===== config.mk =====
export PLATFORM = sky130hd
export DESIGN_NAME = fpc_host
export DESIGN_NICKNAME = d
export VERILOG_FILES = /design/src/logic/fpc_cycle.v /design/src/logic/fpc_host.v
export VERILOG_INCLUDE_DIRS = /design/src /design/src/logic
export SDC_FILE = /design/constraint.sdc
export NUM_CORES = 1
export LEC_CHECK = 0
export ABC_AREA = 1
export BUFFER_PORTS_ARGS = -buffer_cell sky130_fd_sc_hd__buf_2
export CORE_ASPECT_RATIO = 0.8
export CORE_MARGIN = 2
export CORE_UTILIZATION = 60
export DETAILED_ROUTE_END_ITERATION = 8
export PLACE_DENSITY = 0.91
export SYNTH_ARGS = -nofsm -noshare
export SYNTH_HDL_FRONTEND = slang
export SYNTH_SLANG_ARGS = --single-unit

===== constraint.sdc =====
create_clock -name i_ref_clk -period 4.8 [get_ports i_ref_clk]
set_input_delay 1.2 -clock i_ref_clk [delete_from_list [all_inputs] [get_ports i_ref_clk]]
set_output_delay 1.2 -clock i_ref_clk [all_outputs]
set_load 0.01 [all_outputs]

===== src/logic/fpc_map.vh =====
`ifndef FPC_MAP_VH
`define FPC_MAP_VH

// Commands on the user port
`define FPC_CMD_READ      3'h0
`define FPC_CMD_WRITE     3'h1
`define FPC_CMD_ERASE     3'h2
`define FPC_CMD_SIG_MAKER 3'h3
`define FPC_CMD_SIG_PROD  3'h4

// Timing in ns, and in cycles of the 20 MHz reference clock
`define FPC_CLK_NS        50
`define FPC_WC_MIN_NS     75000
`define FPC_WC_CYC        ((`FPC_WC_MIN_NS + `FPC_CLK_NS - 1) / `FPC_CLK_NS)
`define FPC_TMR_NS        150000
`define FPC_TMR_CYC       (`FPC_TMR_NS / `FPC_CLK_NS)
`define FPC_RD_NS         300
`define FPC_RD_CYC        ((`FPC_RD_NS + `FPC_CLK_NS - 1) / `FPC_CLK_NS)
`define FPC_SU_NS         100
`define FPC_SU_CYC        ((`FPC_SU_NS + `FPC_CLK_NS - 1) / `FPC_CLK_NS)

// Loop counts, data values, signature pin bit and address width
`define FPC_WRITE_LOOPS   3
`define FPC_ERASE_LOOPS   20
`define FPC_BLANK         8'hff
`define FPC_SIG_PIN_BIT   9
`define FPC_ADDR_BITS     16

`endif


===== src/logic/fpc_cycle.v =====
`timescale 1ns/1ps
`default_nettype none
`include "fpc_map.vh"
// Single strobe cycle on the device pins: hold low, release, then setup count before done
module fpc_cycle #(
    parameter CW = 13
) (
    // Clock and reset
    input  wire          i_ref_clk,
    input  wire          i_rst,
    // Control
    input  wire          i_start,
    input  wire [CW-1:0] i_low_cyc,
    // Status
    output reg           o_strobe,
    output reg           o_done
);
    localparam integer SU_I = `FPC_SU_CYC;
    localparam [31:0]  SU_W = SU_I;

    reg [CW-1:0] cnt_q;
    reg [1:0]    ph_q;

    always @(posedge i_ref_clk or posedge i_rst) begin
        if (i_rst) begin
            cnt_q    <= {CW{1'b0}};
            ph_q     <= 2'h0;
            o_strobe <= 1'b0;
            o_done   <= 1'b0;
        end else begin
            o_done <= 1'b0;
            case (ph_q)
                2'h0: begin
                    if (i_start) begin
                        ph_q     <= 2'h1;
                        o_strobe <= 1'b1;
                        cnt_q    <= i_low_cyc;
                    end
                end
                2'h1: begin
                    if (cnt_q <= {{(CW-1){1'b0}}, 1'b1}) begin
                        o_strobe <= 1'b0;
                        ph_q     <= 2'h2;
                        cnt_q    <= SU_W[CW-1:0];
                    end else begin
                        cnt_q <= cnt_q - {{(CW-1){1'b0}}, 1'b1};
                    end
                end
                2'h2: begin
                    if (cnt_q <= {{(CW-1){1'b0}}, 1'b1}) begin
                        ph_q   <= 2'h0;
                        o_done <= 1'b1;
                    end else begin
                        cnt_q <= cnt_q - {{(CW-1){1'b0}}, 1'b1};
                    end
                end
                default: ph_q <= 2'h0;
            endcase
        end
    end
endmodule
`default_nettype wire


===== src/logic/fpc_host.v =====
// Summary of operation
// Array is 65536 bytes, 16-bit address, 8-bit two-way data bus.
// Read: chip select and output gate low, write strobe high, address valid.
// Device writes and erases only with program supply at program level.
// Device latches address on later falling edge of strobe or select.
// Device latches data on earlier rising edge of strobe or select.
// Device ignores write strobe pulses shorter than 20 ns.
// Write or erase begins only with select low, gate high, strobe low.
// Select-controlled writes behave like strobe-controlled writes.
// Writes only clear bits; ones need chip erase then rewrite.
// Host skips write cycles for bytes whose value is FF.
// Host holds each byte write cycle active at least 75 us.
// Device times writes; its timer ends a cycle after 150 us.
// Host runs three write loops, verifies, then fill-in loop for failures.
// Completed chip erase sets every array bit to one.
// Host does an erase select before every erase cycle.
// Write cycle with supply at logic level acts as erase select.
// Erase starts after select only with data FF and program level.
// Host repeats select-then-erase 20 times, then verifies all FF.
// Device blocks writes and erases while supply below 3.5 V.
// Identification: trigger pin at 12 V, other address low, select, gate low.
// Low address bit picks maker code or product code.
// Select high: device floats data and ignores all inputs.
// Gate high without read: device leaves data bus for host to drive.
`timescale 1ns/1ps
`default_nettype none
`include "fpc_map.vh"
module fpc_host #(
    parameter AW     = `FPC_ADDR_BITS,
    parameter WC_CYC = `FPC_WC_CYC,
    parameter RD_CYC = `FPC_RD_CYC
) (
    // Clock and reset
    input  wire          i_ref_clk,
    input  wire          i_rst,
    // User command port
    input  wire          i_cmd_valid,
    input  wire [2:0]    i_cmd,
    input  wire [AW-1:0] i_addr,
    input  wire [7:0]    i_wdata,
    output reg           o_busy,
    output reg           o_done,
    output reg           o_ok,
    output reg  [7:0]    o_rdata,
    // Device pins
    output reg  [AW-1:0] o_addr,
    input  wire [7:0]    i_dq,
    output reg  [7:0]    o_dq,
    output reg           o_dq_oe,
    output reg           o_chip_select_n,
    output reg           o_output_gate_n,
    output reg           o_write_strobe_n,
    output reg           o_prog_level_en,
    output reg           o_sig_high_volt
);
    localparam ST_IDLE  = 3'h0;
    localparam ST_READ  = 3'h1;
    localparam ST_SEL   = 3'h2;
    localparam ST_WR    = 3'h3;
    localparam ST_VFY   = 3'h4;
    localparam ST_FINAL = 3'h5;
    localparam CW       = 13;

    reg [2:0]    st_q;
    reg [2:0]    cmd_q;
    reg [4:0]    loop_q;
    reg [AW-1:0] vaddr_q;
    reg [CW-1:0] rcnt_q;
    reg          erase_q;
    reg          cyc_start_q;
    reg [CW-1:0] cyc_len_q;
    wire         cyc_strobe;
    wire         cyc_done;

    function [CW-1:0] fit;
        input integer v;
        begin
            fit = v[CW-1:0];
        end
    endfunction

    ////////////////////////////////////////////////////////////////////////
    // Strobe timing
    fpc_cycle #(
        .CW (CW)
    ) u_cycle (
        .i_ref_clk (i_ref_clk),
        .i_rst     (i_rst),
        .i_start   (cyc_start_q),
        .i_low_cyc (cyc_len_q),
        .o_strobe  (cyc_strobe),
        .o_done    (cyc_done)
    );

    ////////////////////////////////////////////////////////////////////////
    // Sequencer
    always @(posedge i_ref_clk or posedge i_rst) begin
        if (i_rst) begin
            st_q             <= ST_IDLE;
            cmd_q            <= 3'h0;
            loop_q           <= 5'h00;
            vaddr_q          <= {AW{1'b0}};
            rcnt_q           <= {CW{1'b0}};
            erase_q          <= 1'b0;
            cyc_start_q      <= 1'b0;
            cyc_len_q        <= {CW{1'b0}};
            o_busy           <= 1'b0;
            o_done           <= 1'b0;
            o_ok             <= 1'b0;
            o_rdata          <= 8'h00;
            o_addr           <= {AW{1'b0}};
            o_dq             <= 8'h00;
            o_dq_oe          <= 1'b0;
            o_chip_select_n  <= 1'b1;
            o_output_gate_n  <= 1'b1;
            o_write_strobe_n <= 1'b1;
            o_prog_level_en  <= 1'b0;
            o_sig_high_volt  <= 1'b0;
        end else begin
            o_done      <= 1'b0;
            cyc_start_q <= 1'b0;
            o_write_strobe_n <= ~cyc_strobe;
            case (st_q)
                ST_IDLE: begin
                    o_chip_select_n <= 1'b1;
                    o_output_gate_n <= 1'b1;
                    o_dq_oe         <= 1'b0;
                    o_sig_high_volt <= 1'b0;
                    o_prog_level_en <= 1'b0;
                    if (i_cmd_valid) begin
                        o_busy <= 1'b1;
                        cmd_q  <= i_cmd;
                        loop_q <= 5'h00;
                        o_addr <= i_addr;
                        o_dq   <= i_wdata;
                        case (i_cmd)
                            `FPC_CMD_WRITE: begin
                                if (i_wdata == `FPC_BLANK) begin
                                    o_ok   <= 1'b1;
                                    o_done <= 1'b1;
                                    o_busy <= 1'b0;
                                end else begin
                                    o_prog_level_en <= 1'b1;
                                    st_q <= ST_WR;
                                    rcnt_q <= fit(RD_CYC);
                                end
                            end
                            `FPC_CMD_ERASE: begin
                                st_q   <= ST_SEL;
                                rcnt_q <= fit(RD_CYC);
                            end
                            `FPC_CMD_SIG_MAKER, `FPC_CMD_SIG_PROD: begin
                                o_addr <= {AW{1'b0}};
                                o_addr[0] <= (i_cmd == `FPC_CMD_SIG_PROD);
                                o_sig_high_volt <= 1'b1;
                                o_chip_select_n <= 1'b0;
                                o_output_gate_n <= 1'b0;
                                rcnt_q <= fit(RD_CYC);
                                st_q   <= ST_READ;
                            end
                            default: begin
                                o_chip_select_n <= 1'b0;
                                o_output_gate_n <= 1'b0;
                                rcnt_q <= fit(RD_CYC);
                                st_q   <= ST_READ;
                            end
                        endcase
                    end
                end
                ST_READ: begin
                    if (rcnt_q <= fit(1)) begin
                        o_rdata <= i_dq;
                        o_ok    <= 1'b1;
                        o_done  <= 1'b1;
                        o_busy  <= 1'b0;
                        st_q    <= ST_IDLE;
                    end else begin
                        rcnt_q <= rcnt_q - fit(1);
                    end
                end
                ST_SEL: begin
                    // Select cycle with supply at logic level; bus ignored
                    o_prog_level_en <= 1'b0;
                    o_chip_select_n <= 1'b0;
                    o_output_gate_n <= 1'b1;
                    o_dq_oe         <= 1'b1;
                    o_dq            <= `FPC_BLANK;
                    if (rcnt_q != {CW{1'b0}}) begin
                        rcnt_q <= rcnt_q - fit(1);
                        if (rcnt_q == fit(1)) begin
                            cyc_len_q   <= fit(RD_CYC);
                            cyc_start_q <= 1'b1;
                        end
                    end else if (cyc_done) begin
                        erase_q         <= 1'b1;
                        o_prog_level_en <= 1'b1;
                        rcnt_q          <= fit(RD_CYC);
                        st_q            <= ST_WR;
                    end
                end
                ST_WR: begin
                    o_chip_select_n <= 1'b0;
                    o_output_gate_n <= 1'b1;
                    o_dq_oe         <= 1'b1;
                    if (rcnt_q != {CW{1'b0}}) begin
                        rcnt_q <= rcnt_q - fit(1);
                        if (rcnt_q == fit(1)) begin
                            cyc_len_q   <= fit(WC_CYC);
                            cyc_start_q <= 1'b1;
                        end
                    end else if (cyc_done) begin
                        loop_q <= loop_q + 5'h01;
                        rcnt_q <= fit(RD_CYC);
                        if (erase_q && loop_q + 5'h01 < `FPC_ERASE_LOOPS) begin
                            st_q <= ST_SEL;
                        end else if (!erase_q && loop_q + 5'h01 < `FPC_WRITE_LOOPS) begin
                            st_q <= ST_WR;
                        end else begin
                            o_dq_oe         <= 1'b0;
                            o_prog_level_en <= 1'b0;
                            o_output_gate_n <= 1'b0;
                            vaddr_q         <= erase_q ? {AW{1'b0}} : o_addr;
                            if (erase_q) begin
                                o_addr <= {AW{1'b0}};
                            end
                            st_q <= ST_VFY;
                        end
                    end
                end
                ST_VFY: begin
                    // Read back; ones cannot be restored by writing
                    if (rcnt_q > fit(1)) begin
                        rcnt_q <= rcnt_q - fit(1);
                    end else if (erase_q) begin
                        if (i_dq != `FPC_BLANK) begin
                            o_ok <= 1'b0;
                            st_q <= ST_FINAL;
                        end else if (&vaddr_q) begin
                            o_ok <= 1'b1;
                            st_q <= ST_FINAL;
                        end else begin
                            vaddr_q <= vaddr_q + {{(AW-1){1'b0}}, 1'b1};
                            o_addr  <= vaddr_q + {{(AW-1){1'b0}}, 1'b1};
                            rcnt_q  <= fit(RD_CYC);
                        end
                    end else if (i_dq == o_dq || loop_q > `FPC_WRITE_LOOPS) begin
                        o_ok <= (i_dq == o_dq);
                        st_q <= ST_FINAL;
                    end else begin
                        o_output_gate_n <= 1'b1;
                        o_prog_level_en <= 1'b1;
                        rcnt_q          <= fit(RD_CYC);
                        st_q            <= ST_WR;
                    end
                end
                ST_FINAL: begin
                    o_output_gate_n <= 1'b1;
                    o_chip_select_n <= 1'b1;
                    erase_q <= 1'b0;
                    o_done  <= 1'b1;
                    o_busy  <= 1'b0;
                    st_q    <= ST_IDLE;
                end
                default: st_q <= ST_IDLE;
            endcase
        end
    end
endmodule
`default_nettype wire


# [Word level (Yosys, flattened, before mapping)]
# Cells that the tools add are included.
[op_classes] mul=0 add_sub_neg=5 order_cmp=6 n_shift=0 eq_ne=47 n_reduce_logical=43 n_bitwise=1 muxes=114 div_mod_pow=0
[ops] cell="13-bit 2-to-1 mux" n=18
[ops] cell="16-bit 2-to-1 mux" n=11
[ops] cell="13-bit case mux with 4 select lines" n=1
[ops] cell="16-bit case mux with 3 select lines" n=1
[ops] cell="1-bit 2-to-1 mux" n=45
[ops] cell="3-bit 2-to-1 mux" n=14
[ops] cell="2-bit != test (second input constant)" n=20
[ops] cell="13-bit case mux with 3 select lines" n=1
[ops] cell="32-bit by 5-bit < comparator with 1-bit output (second input constant)" n=1
[ops] cell="16-bit case mux with 2 select lines" n=1
[ops] cell="13-bit by 1-bit <= comparator with 1-bit output (second input constant)" n=2
[ops] cell="13-bit case mux with 2 select lines" n=1
[ops] cell="13-bit by 1-bit subtractor with 13-bit output (second input constant)" n=2
[ops] cell="8-bit AND reduction" n=3
[ops] cell="9-bit AND reduction" n=2
[ops] cell="3-bit nonzero test" n=6
[ops] cell="16-bit by 1-bit adder with 16-bit output (second input constant)" n=1
[ops] cell="4-bit != test (second input constant)" n=4
[ops] cell="8-bit case mux with 2 select lines" n=1
[ops] cell="16-bit AND reduction" n=1
[ops] cell="5-bit 2-to-1 mux" n=3
[ops] cell="1-bit case mux with 3 select lines" n=5
[ops] cell="3-bit case mux with 5 select lines" n=1
[ops] cell="3-bit AND reduction" n=5
[ops] cell="other kinds (38)" n=66
[word_totals] word_cells=239 ramBits=0 n_memories=0 latchBits=0 ff_bits=110 out_inout_bits=41 rom_bits=0 inputBits=38

# [Depth between registers and ports, before layout]
[logic_depth] ltp_word=8 ltp_mapped=13 depth_no_buf=12

# [Modules after synthesis]
# From an unflattened synthesis, not the netlist that was laid out.
[hier_totals] hier_cells=1007 area_unflattened_um2=6872.8
[modules_own_cells] module="fpc_host" area_per_inst_um2=5539.1 seq_area_each_um2=2080.7 instances=1 cells_per_inst=807
[modules_own_cells] module="fpc_cycle" area_per_inst_um2=1333.8 seq_area_each_um2=425.4 instances=1 cells_per_inst=200

# [Worst setup path before layout]
# Ideal clock, no wire load.
[synth_timing] path_kind="input port to flip-flop" start="input i_cmd[2]" end="register rcnt_q[9]" path_stages=12 arrival_ns=2.169 required_ns=4.684 setup_slack_ns=2.515 setup_time_ns=0.116 path_buffers=1 path_cell_list="inv_1 -> nand2_1 -> nor2_1 -> nand3_1 -> nand2_1 -> nand2_1 -> nand3_1 -> nor2_4 -> nand2_2 -> buf_6 -> nand2_1 -> nand2_1"
[synth_via] elab_chain_len=4 word_cells_on_any_way=6 cone_classes="eq/ne: 2; mux: 3; reduce/logical: 1"
[synth_rtl] element="start, declared" line_no="fpc_host.v:38" rtl="input wire [2:0] i_cmd,"
[synth_rtl] element="3-bit by 1-bit == test with 1-bit output *" line_no="fpc_host.v:136" rtl="case (i_cmd)"
[synth_rtl] element="13-bit 2-to-1 mux" line_no="fpc_host.v:136"
[synth_rtl] element="13-bit 2-to-1 mux" line_no="fpc_host.v:130" rtl="if (i_cmd_valid) begin"
[synth_rtl] element="13-bit case mux with 4 select lines" line_no="fpc_host.v:123" rtl="case (st_q)"
[synth_rtl] element="end signal, assigned" line_no="fpc_host.v:145" rtl="rcnt_q <= fit(RD_CYC);"
[synth_rtl] element="end signal, assigned" line_no="fpc_host.v:150" rtl="rcnt_q <= fit(RD_CYC);"
[synth_rtl] element="end signal, assigned" line_no="fpc_host.v:158" rtl="rcnt_q <= fit(RD_CYC);"
[synth_rtl] element="end, declared" line_no="fpc_host.v:68" rtl="reg [CW-1:0] rcnt_q;"
# Every way passes the cells marked *; elsewhere a longest branch is shown, timed or not. The select of a mux whose other input is x is not followed.
# A chain may end at the register's enable or synchronous reset.

# [Worst setup path in the final report]
[layout_timing] start="register rcnt_q[0]" end="register vaddr_q[14]"
[layout_via] elab_chain_len=3 word_cells_on_any_way=5 cone_classes="order compare: 1; eq/ne: 2; reduce/logical: 2"
[layout_rtl] element="start signal, assigned" line_no="fpc_host.v:103" rtl="rcnt_q <= {CW{1'b0}};"
[layout_rtl] element="start signal, assigned" line_no="fpc_host.v:145"
[layout_rtl] element="start signal, assigned" line_no="fpc_host.v:150"
[layout_rtl] element="13-bit by 1-bit > comparator with 1-bit output / 13-bit nonzero test (equally long branches)" line_no="fpc_host.v:232, fpc_host.v:205"
[layout_rtl] element="2-bit != test (no source line)"
[layout_rtl] element="9-bit AND reduction (no source line) *"
[layout_rtl] element="end signal, assigned" line_no="fpc_host.v:102" rtl="vaddr_q <= {AW{1'b0}};"
[layout_rtl] element="end signal, assigned" line_no="fpc_host.v:222" rtl="vaddr_q <= erase_q ? {AW{1'b0}} : o_addr;"
[layout_rtl] element="end signal, assigned" line_no="fpc_host.v:242" rtl="vaddr_q <= vaddr_q + {{(AW-1){1'b0}}, 1'b1};"
[layout_rtl] element="end, declared" line_no="fpc_host.v:67" rtl="reg [AW-1:0] vaddr_q;"
# Every way passes the cells marked *; elsewhere a longest branch is shown, timed or not.

==> out/qor.yml <==
outcome: "finished, final reports clean"
post_drt_wl_per_cell_um: 14.28
clockBufferDepth: 2
diodes: 0
start_util: 0.6194
swShare: 0.4770
reg2reg_slack_ns: 2.03
synthesis.area_um2: 6771
track_usage: 0.3049
fmax_ghz: 0.3607
io_buffer_count: 78
placed_cell_area_um2: 7204
rsz0062_at_grt: "false"
routed_wl_mm: 17.60
seq_area_um2: 2506
setup_tns_ns: 0
post_drt_via_cell_ratio: 5.649
antenna_found_initial: 0
multi_input_area_um2: 3727
syn_to_final_growth_pct: 11.49
power.leakage_nw: 4.156
required_ns: 5.04
worstPathArrival_ns: 3.02
slew_headroom: 0.3329
fin_skew_ns: 0.01137
min_period_over_period: 0.5776
power.switching_w: 0.002321
yosysWarnings: 0
grt_max_degree: 79
clkTransAtPathRegs_ns: 0.08
grt_pass1_vias: 6502
setup_viol: 0
r2r_cells: 11
seq_area_frac_synth: 0.3701
post_cts_buffers: 0
root_buffer: "clkbuf_16"
insertion_delay_ns: 0.35
cts_inserted_buffers: 9
gp_congestion: 0.9736
p_clk_frac: 0.175
hp-class: "reg -> reg"
die_x_um: 122.8
die_area_um2: 12160
tightest_slew_ns: 0.9995
power_frac_seq: 0.320
syn_nets: 1069
overflow: 0
clock_sinks: 100
synth_ff_type: "dfrtp_1"
p_int_w: 0.002545
htree_levels: 3
syn_area_per_cell_um2: 6.639
ys_ff_latch: 100
pin_count: 79
synth_edf_count: 0
pwr-share-comb: 0.505
grt_pass1_wl_mm: 29.88
hold_viol_final: 0
cts_tree: "done"
drc: 0
ir_drop_mv: 0.3430
crit_type: "reg -> reg"
rows: 34
syn_inst: 1020
holdBufCountCts: 0
fin_crit_ns: 2.773
drv_slew: 0
hpwl_mm: 12.57
crit_path_end: "vaddr_q[14]$_DFFE_PP0P_"
post_synth_num_cell_types: 43
dr.pass1.iters: 6
crit_path_end_kind: "flop"
dr.first_iter.drc_count: 650
worstSetupStartpoint: "rcnt_q[0]$_DFFE_PP0P_"
fill_cells: 889
power_density_nw_per_um2: 644.6
layout.nets: 1132
drive_gt1_frac: 0.1268
final_antenna_net_count: 0
rr_startpoint: "rcnt_q[0]$_DFFE_PP0P_"
reg2reg_to: "vaddr_q[14]$_DFFE_PP0P_"
async_flop_share: 1.000
start_kind: "flop"
stdcell_area_um2: 7550
drv_cap: 0
vias: 6960
die_y_um: 99.02
core-area_um2: 10930
worstPathMaxFanout: 34
postCtsResizedCells: 0
worst min-delay path by stage:
stage / startpoint / endpoint / cells after the start
detailed placement: u_cycle.o_strobe$_DFFE_PP0P_ / o_write_strobe_n$_DFF_PP1_ / 1
finish: u_cycle.o_strobe$_DFFE_PP0P_ / o_write_strobe_n$_DFF_PP1_ / 1
CTS: u_cycle.o_strobe$_DFFE_PP0P_ / o_write_strobe_n$_DFF_PP1_ / 1
global placement: u_cycle.o_strobe$_DFFE_PP0P_ / o_write_strobe_n$_DFF_PP1_ / 1
global route: u_cycle.o_strobe$_DFFE_PP0P_ / o_write_strobe_n$_DFF_PP1_ / 1
floorplan: u_cycle.o_strobe$_DFFE_PP0P_ / o_write_strobe_n$_DFF_PP1_ / 1
flip-flops by register name, summed over array words and instances (netlist names), 2 cells and up:
register       count
o_addr            16
u_cycle.cnt_q     13
st_q               3
u_cycle.ph_q       2
rcnt_q            13
o_rdata            8
vaddr_q           16
o_dq               8
cyc_len_q          3
loop_q             5
stage by stage:
| step | hold WS (ns) | setup WS (ns) | std cells | util | total power (W) |
|---|---|---|---|---|---|
| after CTS | 0.3755 | 2.092 | 1232 | 0.6905 | 0.004840 |
| final | 0.3707 | 2.027 | 1232 | 0.6905 | 0.004867 |
| after global placement | 0.3586 | 2.120 | 1216 | 0.6590 | 0.003878 |
| after global routing | 0.3827 | 1.818 | 1232 | 0.6905 | 0.005289 |
| after detailed placement | 0.3645 | 2.047 | 1216 | 0.6590 | 0.003969 |
| after floorplan | 0.3479 | 0.9862 | 1020 | - | 0.003370 |
cells in the final DEF (no fill, tap or decap), drive strengths merged, types with 2 or more instances in the layout:
master	count
nor2	94
clkinv	3
bufinv	3
dfrtp	97
nand4	23
nand3	154
o31ai	3
inv	102
nor4	2
o21ai	38
nand2	389
nand3b	2
clkbuf	9
o211ai	7
xnor2	5
dfstp	3
or2	6
xor2	13
a21oi	26
a32oi	3
buf	80
o21bai	5
nor3	2
ha	11
power by group through the flow:
stage          clock network, W  registers (W)  logic, W
6_report               0.000853        0.00156   0.00246
5_1_grt                0.000892        0.00161   0.00279
4_1_cts                0.000861        0.00155   0.00243
3_5_place_dp                  0        0.00155   0.00242
3_3_place_gp                  0        0.00154   0.00234
2_1_floorplan                 0        0.00154   0.00183
cell usage after synthesis, types with 5 or more instances:
| master | n | area [µm²] |
|---|---|---|
| xnor2_1 | 5 | 43.79 |
| a21oi_1 | 25 | 125.1 |
| o21bai_1 | 5 | 37.54 |
| or2_2 | 6 | 37.54 |
| nand2_1 | 377 | 1415 |
| nor2_1 | 85 | 319.1 |
| inv_2 | 6 | 22.52 |
| nand4_1 | 23 | 143.9 |
| o211ai_1 | 7 | 52.55 |
| inv_1 | 94 | 352.8 |
| clkbuf_1 | 11 | 41.29 |
| buf_4 | 5 | 37.54 |
| o21ai_0 | 36 | 180.2 |
| xor2_1 | 13 | 113.9 |
| nand2_2 | 10 | 62.56 |
| dfrtp_1 | 97 | 2427 |
| nand3_1 | 152 | 760.7 |
| buf_2 | 7 | 35.03 |
| nor2_4 | 5 | 56.30 |
| ha_1 | 11 | 137.6 |
logic make-up after synthesis:
group                    Yosys count  share of synthesized area
AO/OA/AOI/OAI                     88                    0.07558
XOR/XNOR                          18                    0.02328
adder cells (fa/ha/maj)           11                    0.02032
buffers and inverters            130                    0.07945
flip-flops                       100                     0.3701
AND/OR/NAND/NOR                  673                     0.4313
critical path, stage by stage, from the launching register on:
cell and delay [ns]:
dfrtp_1 0.40, inv_1 0.16, ha_1 0.24, nand2_1 0.07, nor2_1 0.16, nand2_1 0.39
nand2_2 0.22, nand3_2 0.14, nor2_8 0.45, nand2_4 0.23, nand2_1 0.13, nand2_1 0.07
metal layers:
layer | global-route usage | wire (µm)
met4 | 0.1034 | 384
met3 | 0.06366 | 1318
met1 | 0.4238 | 7822
met5 | 0 | 0
met2 | 0.4743 | 8073
final cells by class:
type,count,share of cell area
multi-input combinational,790,0.4937
sequential,100,0.3320
timing repair buffer,80,0.05370
inverter,102,0.05104
clock buffer,9,0.02983
tap,144,0.02386
clock inverter,7,0.01591
(Power assumes the default switching activity.)
